===== src/hdl/cfg_pkg.sv =====
`default_nettype none
package cfg_pkg;
    // register offsets (word index; byte address is four times this)
    localparam logic [7:0] rate_mode_config_idx                = 8'h01;
    localparam logic [7:0] reference_filter_current_config_idx = 8'h02;
    localparam logic [7:0] launch_control_idx                  = 8'h04;
    localparam logic [7:0] conversion_status_idx               = 8'h05;
    localparam logic [7:0] rate_mode_config_reset              = 8'h00;
    localparam logic [7:0] reference_filter_current_config_reset = 8'h00;
    // field positions
    localparam int rate_select_lsb   = 5;
    localparam int op_mode_lsb       = 3;
    localparam int conv_mode_pos     = 2;
    localparam int temp_sensor_pos   = 1;
    localparam int burnout_pos       = 0;
    localparam int ref_select_lsb    = 6;
    localparam int fir_select_lsb    = 4;
    localparam int switch_mode_pos   = 3;
    localparam int excitation_lsb    = 0;
    // launch control bits (write-one pulses)
    localparam int launch_start_pos  = 0;
    localparam int launch_sleep_pos  = 1;
    // operating modes
    localparam logic [1:0] mode_normal = 2'h0;
    localparam logic [1:0] mode_duty   = 2'h1;
    localparam logic [1:0] mode_turbo  = 2'h2;
    // reference selections
    localparam logic [1:0] ref_internal  = 2'h0;
    // modulator clock rates in kHz and the nominal master clock
    localparam int mod_clk_normal_khz = 256;
    localparam int mod_clk_turbo_khz  = 512;
    localparam int duty_ratio         = 4;
    localparam int nominal_clk_khz    = 4096;
    // rate table in centi-samples per second, normal mode, codes 0..6
    localparam logic [17:0] rate_normal_csps [7] = '{
        18'h007D0, 18'h01194, 18'h02328, 18'h0445C, 18'h080E8, 18'h0EA60, 18'h186A0};
    // rate table in centi-samples per second, duty-cycle mode, codes 0..6
    localparam logic [17:0] rate_duty_csps [7] = '{
        18'h001F4, 18'h00465, 18'h008CA, 18'h01130, 18'h0203A, 18'h03A98, 18'h061A8};
    // excitation current in uA, codes 0..7 (code 1 reserved, reads as off)
    localparam logic [10:0] excitation_ua [8] = '{
        11'h000, 11'h000, 11'h032, 11'h064, 11'h0FA, 11'h1F4, 11'h3E8, 11'h5DC};
    // decoded configuration that leaves the block
    typedef struct packed {
        logic [1:0]  op_mode;           // effective operating mode
        logic [17:0] sample_rate_csps;  // rate scaled to the master clock, centi-samples/s
        logic        rate_valid;        // low for reserved rate or mode code
        logic        continuous;        // back-to-back conversions
        logic        temp_sensor_enable;
        logic        burnout_enable;
        logic [1:0]  ref_select;        // effective reference
        logic [1:0]  fir_select;
        logic        low_side_switch_closed;
        logic [10:0] excitation_current_level; // uA for both sources
        logic        bank_override;     // input_select/gain settings ignored
    } conv_cfg_s;
endpackage : cfg_pkg
`default_nettype wire


===== src/hdl/adc_rate_mode_reference_config.sv =====
// Added by the designer: the Avalon-MM register port.
`default_nettype none
module adc_rate_mode_reference_config
    import cfg_pkg::*;
#(
    parameter int clk_khz = nominal_clk_khz // master clock, for rate scaling
)(
    input  wire logic        clk,
    input  wire logic        rst,
    input  wire logic [7:0]  address,        // word address
    input  wire logic        read,
    input  wire logic        write,
    input  wire logic [31:0] writedata,
    input  wire logic [3:0]  byteenable,
    output logic      [31:0] readdata,
    output logic             waitrequest,
    output logic      [1:0]  response,
    input  wire logic        conversion_done, // converter finished a conversion
    output var conv_cfg_s    cfg,             // settings of the running conversion
    output logic             converting
);
    // whole module state
    typedef struct packed {
        logic [7:0]  reg1;        // rate_mode_config
        logic [7:0]  reg2;        // reference_filter_current_config
        logic [31:0] rdata;
        logic        ack;         // one-cycle answer (waitrequest low)
        logic [1:0]  resp;
        logic        busy;
        logic        sw_closed;
        conv_cfg_s   live;        // latched at conversion start; low_side_switch_closed follows the switch every cycle
    } state_s;

    state_s st;
    state_s next_st;

    // decoded views of the stored registers
    logic [17:0] dec_rate;
    logic        dec_valid;
    logic [10:0] dec_excite;
    logic [17:0] scaled_rate;

    // rate decode per mode; the excitation decode is shared by both sources
    rate_decode u_rate (
        .rate_select (st.reg1[rate_select_lsb +: 3]),
        .op_mode     (st.reg1[op_mode_lsb +: 2]),
        .rate_csps   (dec_rate),
        .valid       (dec_valid)
    );

    excite_decode u_excite (
        .code     (st.reg2[excitation_lsb +: 3]),
        .level_ua (dec_excite)
    );

    // rates scale with the master clock
    // wide product so that a fast master clock cannot overflow the multiply; the result is cut to 18 bits and wraps above 262143
    always_comb begin
        scaled_rate = 18'((64'(dec_rate) * 64'(clk_khz)) / 64'(nominal_clk_khz));
    end

    logic sel_write; // accepted write this cycle
    logic sel_read;
    logic launch;    // start command
    logic sleep;     // sleep_entry_command
    logic mapped;

    // next-state logic: bus slave, command pulses, conversion latch
    always_comb begin
        next_st  = st;
        next_st.ack  = 1'b0;
        sel_write = write && !st.ack;
        sel_read  = read && !write && !st.ack;
        // known word addresses answer OKAY, holes answer a decode error
        mapped = (address == rate_mode_config_idx) ||
                 (address == reference_filter_current_config_idx) ||
                 (address == launch_control_idx) ||
                 (address == conversion_status_idx);
        // command pulses live only in the cycle in which the write is taken
        launch = 1'b0;
        sleep  = 1'b0;
        if (sel_write || sel_read) begin
            next_st.ack  = 1'b1;
            next_st.resp = mapped ? 2'h0 : 2'h3; // decode error for holes
            next_st.rdata = 32'h0;
        end
        if (sel_write && byteenable[0]) begin
            case (address)
                rate_mode_config_idx: begin
                    next_st.reg1 = writedata[7:0];
                end
                reference_filter_current_config_idx: begin
                    next_st.reg2 = writedata[7:0];
                end
                launch_control_idx: begin
                    launch = writedata[launch_start_pos];
                    sleep  = writedata[launch_sleep_pos];
                end
                default: begin
                end
            endcase
        end
        if (sel_read) begin
            case (address)
                rate_mode_config_idx:                next_st.rdata = {24'h0, st.reg1};
                reference_filter_current_config_idx: next_st.rdata = {24'h0, st.reg2};
                conversion_status_idx: next_st.rdata = {30'h0, st.sw_closed, st.busy};
                default:                             next_st.rdata = 32'h0;
            endcase
        end
        // low-side switch follows commands only when enabled
        if (!st.reg2[switch_mode_pos]) begin
            next_st.sw_closed = 1'b0;
        end else if (sleep) begin
            next_st.sw_closed = 1'b0;
        end else if (launch) begin
            next_st.sw_closed = 1'b1;
        end
        // conversion run: continuous restarts itself, single-shot stops
        if (sleep) begin
            next_st.busy = 1'b0;
        end else if (launch) begin
            next_st.busy = 1'b1;
        end else if (conversion_done && st.busy && !st.live.continuous) begin
            next_st.busy = 1'b0;
        end
        // settings are captured at each conversion start
        if (launch || (conversion_done && st.busy && st.live.continuous)) begin
            next_st.live.op_mode          = st.reg1[op_mode_lsb +: 2];
            next_st.live.sample_rate_csps = scaled_rate;
            next_st.live.rate_valid       = dec_valid;
            next_st.live.continuous       = st.reg1[conv_mode_pos];
            next_st.live.temp_sensor_enable = st.reg1[temp_sensor_pos];
            next_st.live.burnout_enable   = st.reg1[burnout_pos];
            next_st.live.ref_select       = st.reg1[temp_sensor_pos] ? ref_internal
                                            : st.reg2[ref_select_lsb +: 2];
            next_st.live.fir_select       = st.reg2[fir_select_lsb +: 2];
            next_st.live.excitation_current_level = dec_excite;
            next_st.live.bank_override    = st.reg1[temp_sensor_pos];
        end
        next_st.live.low_side_switch_closed = next_st.sw_closed;
    end

    // register the state
    always_ff @(posedge clk) begin
        // reset returns both registers to their reset values and stops the run
        if (rst) begin
            st      <= '0;
            st.reg1 <= rate_mode_config_reset;
            st.reg2 <= reference_filter_current_config_reset;
        end else begin
            st <= next_st;
        end
    end

    // outputs straight from flip-flops
    always_comb begin
        readdata    = st.rdata;
        waitrequest = !st.ack;
        response    = st.resp;
        cfg         = st.live;
        converting  = st.busy;
    end
endmodule : adc_rate_mode_reference_config
`default_nettype wire


===== src/hdl/rate_decode.sv =====
`default_nettype none
module rate_decode
    import cfg_pkg::*;
(
    input  wire logic [2:0]  rate_select,
    input  wire logic [1:0]  op_mode,
    output logic      [17:0] rate_csps,
    output logic             valid
);
    logic [17:0] base;      // normal-mode rate
    logic [17:0] base_duty; // duty-cycle rate
    // one code means a different rate per mode; turbo doubles normal, while duty
    // keeps a table of its own because not every code is a quarter of normal
    always_comb begin
        base      = (rate_select == 3'h7) ? 18'h00000 : rate_normal_csps[rate_select];
        base_duty = (rate_select == 3'h7) ? 18'h00000 : rate_duty_csps[rate_select];
        valid = (rate_select != 3'h7) && (op_mode != 2'h3);
        case (op_mode)
            mode_duty:  rate_csps = base_duty;
            mode_turbo: rate_csps = {base[16:0], 1'b0};
            default:    rate_csps = base;
        endcase
    end
endmodule : rate_decode
`default_nettype wire


===== src/hdl/excite_decode.sv =====
`default_nettype none
module excite_decode
    import cfg_pkg::*;
(
    input  wire logic [2:0]  code,
    output logic      [10:0] level_ua
);
    // magnitude shared by both excitation sources
    always_comb begin
        level_ua = excitation_ua[code];
    end
endmodule : excite_decode
`default_nettype wire


===== config.mk =====
export PLATFORM = sky130hd
export DESIGN_NAME = adc_rate_mode_reference_config
export DESIGN_NICKNAME = d
export VERILOG_FILES = /design/src/hdl/cfg_pkg.sv /design/src/hdl/adc_rate_mode_reference_config.sv /design/src/hdl/rate_decode.sv /design/src/hdl/excite_decode.sv
export SDC_FILE = /design/constraint.sdc
export NUM_CORES = 1
export LEC_CHECK = 0
export ABC_AREA = 1
export BUFFER_PORTS_ARGS = -buffer_cell sky130_fd_sc_hd__buf_2
export CELL_PAD_IN_SITES_DETAIL_PLACEMENT = 0
export CELL_PAD_IN_SITES_GLOBAL_PLACEMENT = 1
export CORE_ASPECT_RATIO = 0.75
export CORE_MARGIN = 5
export CORE_UTILIZATION = 38
export DETAILED_ROUTE_END_ITERATION = 6
export MAX_ROUTING_LAYER = met4
export PLACE_DENSITY = 0.82
export SLEW_MARGIN = 5
export SYNTH_ARGS = -nofsm -noshare
export SYNTH_HDL_FRONTEND = slang
export SYNTH_SLANG_ARGS = --single-unit
export TNS_END_PERCENT = 50

===== constraint.sdc =====
create_clock -name clk -period 4.25 [get_ports clk]
set_input_delay 0.2125 -clock clk [delete_from_list [all_inputs] [get_ports clk]]
set_output_delay 0.2125 -clock clk [all_outputs]
set_load 0.05 [all_outputs]

# After elaboration in Yosys (flattened, before gate mapping)
# Memories as Yosys holds them, arrays and structs flattened. A register that Yosys moved wholly into a read port is not among the register bits.
# Cells that the tools add are included.
# word_totals
elab_cells	72
input_bits	49
output_inout_bits	77
rom_bits	376
ff_bits	81
mem_bits_rw	0
memories	3
latch_bits	0
# op_classes
div_mod_pow	0
bitwise_logic	3
n_lt_le_gt_ge	1
mul	0
addsub	0
reduce_logical	22
n_eq_ne	9
n_shift	0
mux	19
# memory_table
memory	depth	word_bits	read_ports	rd_clocked_by_memory_dff	wr	line_no	text
(no name shown)	8	18	1	0	0	rate_decode.sv:16	base_duty = (rate_select == 3'h7) ? 18'h00000 : rate_duty_csps[rate_select];
(no name shown)	8	18	1	0	0	rate_decode.sv:15	base = (rate_select == 3'h7) ? 18'h00000 : rate_normal_csps[rate_select];
(no name shown)	8	11	1	1	0	excite_decode.sv:10	level_ua = excitation_ua[code];
# ops
operator	count
$mux W18	6
$pmux W18 S2	1
$mux W35	1
$mux W32	1
$pmux W8 S3	1
$eq A8 B3 Y1 const B	2
$eq A8 B1 Y1 const B	1
$eq A8 B2 Y1 const B	1
$logic_and A1 B1 Y1	8
$not A3 Y4	2
$mux W1	7
$logic_or A1 B1 Y1	5
$ge A4 B4 Y1 const B	1
$mux W2	2
$reduce_and A2 Y1	2
$reduce_bool A2 Y1	2
$eq A3 B3 Y1 const B	1
$logic_not A1 Y1	3
$ne A3 B3 Y1 const B	1
$reduce_or A3 Y1	1
$eq A2 B1 Y1 const B	1
$eq A2 B2 Y1 const B	1
$ne A2 B2 Y1 const B	1
$reduce_or A2 Y1	1
$not A1 Y1	1

# Depth between registers and ports, before layout
# Gate-level depths: netlist of the first run.
# logic_depth
word_depth	7
depth_mapped	11
ltp_nobuf	10

# Modules after synthesis
# From an unflattened synthesis of the first run, not the netlist that was laid out.
# hier_totals
cells_unflattened	571
area_unflattened_um2	4086.4
# by_module_without_submodules
mod	n_inst	cells_per_inst	area_per_inst_um2	seq_area_each_um2
adc_rate_mode_reference_config	1	432	3299.4	1341.3
rate_decode	1	117	690.7	0.0
excite_decode	1	22	96.3	0.0

# Worst setup path after synthesis of the first run
# OpenSTA, ideal clock, no wires.
# synth_timing
path_type	register to register
startpoint	reg st (netlist bit converting)
endpoint	reg st (netlist bit cfg[39])
setup_ps	113
path_stages_with_launch	7
arrival_ps	1499
synth_period_minus_slack_ps	1612
path_slack_ps	2638
required_time_ps	4137
n_path_buf	1
cell_sequence	dfxtp_1 > nand3_1 > nand2_4 > inv_2 > buf_6 > nor2_1 > nor2_1
# synth_via
elab_chain_len	3
# synth_rtl
item	line_no	text
start, declared	adc_rate_mode_reference_config.sv:34	state_s st;
start signal, assigned	adc_rate_mode_reference_config.sv:152	st <= next_st;
$logic_and A1 B1 Y1 (2 in series)	adc_rate_mode_reference_config.sv:128	if (launch || (conversion_done && st.busy && st.live.continuous)) begin
$logic_or A1 B1 Y1	adc_rate_mode_reference_config.sv:128	
# No other way between the ends.
# A chain may end at the register's enable or synchronous reset.

# Final worst setup path of the first run
# layout_timing
startpoint	reg st[89] in the netlist's numbering
endpoint	reg st (netlist bit cfg[31])
# layout_via
elab_chain_len	2
elab_cells_between_ends	3
cone_classes	2 x eq/ne; 1 x mux
# layout_rtl
item	line_no	text
$eq A2 B2 Y1 / $eq A2 B1 Y1 (equally long branches)	rate_decode.sv:18	case (op_mode)
$pmux W18 S2 *	rate_decode.sv:18	
# Mark *: on every way between the ends. The rest lies on a longest branch, timed or not.

==> results of run 1 <==
[routing by layer]
layer / routed length [um] / global-route usage / vias to the layer above
li1: - / - / 1800
met3: 790 / 0.0471 / 11
met5: 0 / - / -
met1: 5430 / 0.247 / 1576
met4: 137 / 0.0549 / 0
met2: 4060 / 0.212 / 117
[kinds of logic (layout without fill, tap and decap cells)]
family	Yosys count	in the layout	synth area share
compound gates	56	56	0.0725
fa+ha+maj	10	10	0.0311
buf+inv	136	130	0.205
flops	66	66	0.329
other cells	1	25	0.000933
simple gates	326	326	0.362
[through the flow]
| stage | area [um^2] | total power [mW] | hold slack, ns |
|---|---|---|---|
| 2_1_floorplan | 4110 | 0.739 | 0.347 |
| 3_3_place_gp | 3980 | 0.740 | 0.457 |
| 3_5_place_dp | 3980 | 0.741 | 0.462 |
| 4_1_cts | 4280 | 1.49 | 0.117 |
| 5_1_grt | 4280 | 1.52 | 0.128 |
| 6_report | 4280 | 1.47 | 0.132 |
[power by group]
group	internal (mW)	switching (mW)	total, mW
sequential	0.621	0.00125	0.622
clock	0.452	0.288	0.740
combinational	0.0152	0.0910	0.106
total	1.09	0.380	1.47
[worst min-delay path: stages]
cell    delay [ns]
buf_2         0.09
nor2_1        0.04
nor2_1        0.08
[synthesized netlist by cell type (all sizes together)]
master,count,area (um^2)
o21ai,20,100
a22oi,1,7.51
o211ai,3,22.5
nand4,1,6.26
or2,1,6.26
inv,39,146
nand2,147,567
conb,1,3.75
buf,86,637
nand3b,30,225
o22ai,1,6.26
nor2,111,454
ha,10,125
dfxtp,66,1320
clkbuf,11,41.3
nand3,35,188
nor3b,1,7.51
a21oi,31,155
[flip-flops by register name, summed over array words and instances (netlist names)]
signal      cells
converting      1
readdata        8
cfg            39
st             17
response        1
[cell type report]
class                   count  area [um^2]  area share
clock buffers               9          225      0.0526
clock inverters             7         70.1      0.0164
inverters                  39          146      0.0342
multi-input cells         417         1960       0.459
flip-flops and latches     66         1320       0.309
well taps                 136          170      0.0398
repair buffers             75          380      0.0889
[worst max path at each step]
stage	startpoint	to	cells past startpoint
after floorplan	converting	cfg[39]	6
after global placement	st[89]	cfg[30]	9
after detailed placement	st[89]	cfg[24]	9
after CTS	st[89]	cfg[24]	9
after global routing	st[89]	cfg[24]	9
final	st[89]	cfg[31]	7
==> results.cfg, run 1 <==
[outcome]
status = complete, no violations

[clocking]
hold_buffers = 0
cts_buffers = 9
cts_tree = yes
clkTransAtPathRegs_ns = 0.05
clock_tree.buffer_depth = 2
post_cts_buffers = 0
cts_resized = 0
cts_sinks = 66
cts_htree_levels = 3
clkLatencyLatePin_ns = 0.34
cts-root-buf = clkbuf_16

[layout]
layout-drive-gt1-share = 0.170
layout_commonest_cell = nand2_1
areaGrowthSynthToFinish_pct = 6.41
fin_nets = 667
n_antenna_cell = 0
fillers = 1129
finalNonFillerCells = 749
fin_util = 0.414
most-common-layout-cells = 145 x nand2_1, 104 x nor2_1, 73 x buf_2

[timing]
final.setup.tns_ns = 0
skew_ns = 0.00963
slew_violations = 0
period_share = 0.547
setup_violations = 0
clock.fmax_ghz = 0.430
period_minus_slack_ns = 2.32
final_hold_viol_count = 0
tightest_slew_ns = 0.923
final.setup.worst_slack_ns = 1.93
rsz0062_at_grt = false
slew_headroom = 0.383

[placement]
hpwl_mm = 7.60
place_congestion = 0.886
preCtsSetupSlack_ns = 1.94
dpl.cell_count = 733
port_buffers = 73

[floorplanning]
fp.dieW_um = 129
rows = 32
io_pins = 126
initial_core_util = 0.389
die-area_mm2 = 0.0128
die_h_um = 99.1
core_mm2 = 0.0103

[critical_path]
path_common_cell = nor2_1
cpLargestDelayFamily = simple AND/OR/NAND/NOR gates
reg2reg_to = cfg[31]
crit_path_max_fanout = 13
end_kind = flip-flop
required_ns = 4.52
reg2reg_depth = 7
worstReg2RegStart = st[89]
cpMaxStageDelayCell = nor2_1
path_class = reg -> reg
crit_path_cell_trace = inv_1, ha_1, nor2_1, nand2_1, o211ai_1, nor2_1, nor2_1
r2r_slack_ns = 1.93
cp.buffers_inverters = 1
cp.arrival_ns = 2.60
cp-start-kind = flip-flop
slowest_delay_ns = 0.70

[route]
ant_nets = 0
drt_iter0_drc = 213
drc = 0
vias_per_cell = 4.68
drt_pre_antenna_iters = 4
wl_per_cell_um = 13.9
routed-via-count = 3504
finalWirelength_mm = 10.4

[job]
maxCapViolCount = 0

[worst_hold_path]
hold_class = in -> reg
min-delay-start = writedata[5]
hold_end = st[83]
whs_path_depth = 3

[global_routing]
grt_pass1_wl_mm = 16.2
antenna_found_initial = 0
grt_util_all_layers = 0.167
grt_overflow = 0
grt_max_degree = 40
grt_pass1_vias = 3191

[logic_synthesis]
synth-seq-cells = 66
syn_inst = 595
syn_area_mm2 = 0.00402
seq_area_frac_synth = 0.329
synthDistinctLibCells = 26
yosys_warnings = 0
syn_area_per_cell_um2 = 6.76

[power_and_ir_drop]
pwr_density_cell_mw_per_mm2 = 343
power.leakage_nw = 2.14
ir_worst_vdd_uv = 185
Note: power is estimated with default switching activity, not from simulation.
==> run 2: changes to the inputs <==
Settings changed: CORE_UTILIZATION 38 to 32, PLACE_DENSITY 0.82 to 0.73.
Clock period 4.25 ns to 2 ns, I/O delays scaled along.
==> run 2 against run 1 <==
Final area grew 2.6%. First-iteration DRC count grew 11%. Clock skew shrank 0.0038 ns. Non-clock buffer count grew 14. Global-route usage is 1.7 points lower. Register-to-register slack got worse by 1.6 ns. Worst setup slack got worse by 1.6 ns. Power increased by 100%. Critical endpoint is now cfg[32]. Highest routed layer unchanged.
==> results.cfg, run 2 (synthesized netlist as in run 1, its figures left out) <==
[timing]
final.setup.worst_slack_ns = 0.289
holdWs_ns = 0.0183
rsz0062_at_grt = false
skew_ns = 0.00583
final_hold_viol_count = 0
period_minus_slack_ns = 1.71
tightest_slew_ns = 0.660
period_share = 0.855
final.setup.tns_ns = 0
clock.fmax_ghz = 0.584
slew_violations = 0
setup_violations = 0
slew_headroom = 0.557

[power_and_ir_drop]
power.share.clock = 0.477
p_seq_frac = 0.445
comb_power_share = 0.078
pwr_density_cell_mw_per_mm2 = 676
power.leakage_nw = 2.21
sw_frac_of_total = 0.264
p_int_mw = 2.18
ir_worst_vdd_uv = 340
power_switching_mw = 0.785

[clocking]
clkLatencyLatePin_ns = 0.34
cts-root-buf = clkbuf_16
post_cts_buffers = 0
cts_tree = yes
cts_buffers = 9
cts_resized = 0
cts_htree_levels = 3
cts_sinks = 66
clock_tree.buffer_depth = 2
hold_buffers = 0
clkTransAtPathRegs_ns = 0.05

[critical_path]
slowest_delay_ns = 0.44
worstReg2RegStart = st[91]
end_kind = flip-flop
required_ns = 2.28
cp.arrival_ns = 1.99
path_class = reg -> reg
cp-start-kind = flip-flop
cpMaxStageDelayCell = dfxtp_1
crit_path_cell_trace = inv_1, ha_1, or2_2, nand2_1, nand2_1, nand3_1, nor2_1, nor2_1
cp-startpoint = st[91]
crit_path_max_fanout = 6

[route]
drt_iter0_drc = 236
drt_pre_antenna_iters = 5
wl_per_cell_um = 14.1
vias_per_cell = 4.52
drc = 0
finalWirelength_mm = 11.1
ant_nets = 0
routed-via-count = 3587

[worst_hold_path]
hold_class = in -> reg
min-delay-start = writedata[3]

[global_routing]
grt_pass1_vias = 3155
grt_overflow = 0
antenna_found_initial = 0
grt_pass1_wl_mm = 17.1
grt_max_degree = 40
grt_util_all_layers = 0.150

[floorplanning]
die_h_um = 107
io_pins = 126
rows = 35
core_mm2 = 0.0123
die-area_mm2 = 0.0149
initial_core_util = 0.327
fp.dieW_um = 139

[placement]
preCtsSetupSlack_ns = 0.305
hpwl_mm = 8.22
place_congestion = 0.893
port_buffers = 73

[job]
maxCapViolCount = 0

[layout]
areaGrowthSynthToFinish_pct = 9.15
most-common-layout-cells = 145 x nand2_1, 104 x nor2_1, 73 x buf_2
layout-drive-gt1-share = 0.187
largest_register_ffs = 39
n_antenna_cell = 0
fin_nets = 681
layout_commonest_cell = nand2_1

[outcome]
status = complete, no violations
[run 2: worst max-delay path: cells and delay by family, from the launching register on]
family	cells	cell delay, ns
flip-flops	1	0.44
adder cells (fa/ha/maj)	1	0.30
buffers and inverters	1	0.15
AND/OR/NAND/NOR	6	0.76
[run 2: cell type report]
cell class	count	area, um^2
clock inverter	6	33.8
multi-input combinational	417	1960
tap	166	208
inverter	39	146
fill	1381	7920
timing repair buffer	89	485
clock buffer	10	229
sequential	66	1320
[run 2: final timing paths]
kind                       to  slack (ns)  cells after the start
setup / recovery      cfg[32]        0.29                      8
hold / removal         st[81]        0.02                      3
setup reg to reg      cfg[32]        0.29                      8
hold reg to reg   readdata[3]        0.47                      2
[run 2: power groups by stage]
stage	clock [mW]	combinational (mW)	sequential, mW
floorplan	0	0.221	1.35
finish	1.41	0.232	1.32
CTS	1.46	0.230	1.32
detailed placement	0	0.230	1.35
global placement	0	0.228	1.35
global route	1.52	0.245	1.32
[run 2: metal layers]
layer / vias up / routed length, um / GRT usage
li1: 1825 / - / -
met1: 1634 / 5840 / 0.221
met2: 119 / 4460 / 0.193
met3: 9 / 729 / 0.0455
met4: 0 / 121 / 0.0419
met5: - / 0 / -
[run 2: per-stage QoR]
step	instances	area [um^2]	utilization	total power, mW
finish	793	4390	0.357	2.97
global route	793	4390	0.357	3.09
CTS	793	4390	0.357	3.01
detailed placement	777	4130	0.335	1.58
global placement	777	4130	0.335	1.58
floorplan	619	4110	-	1.57
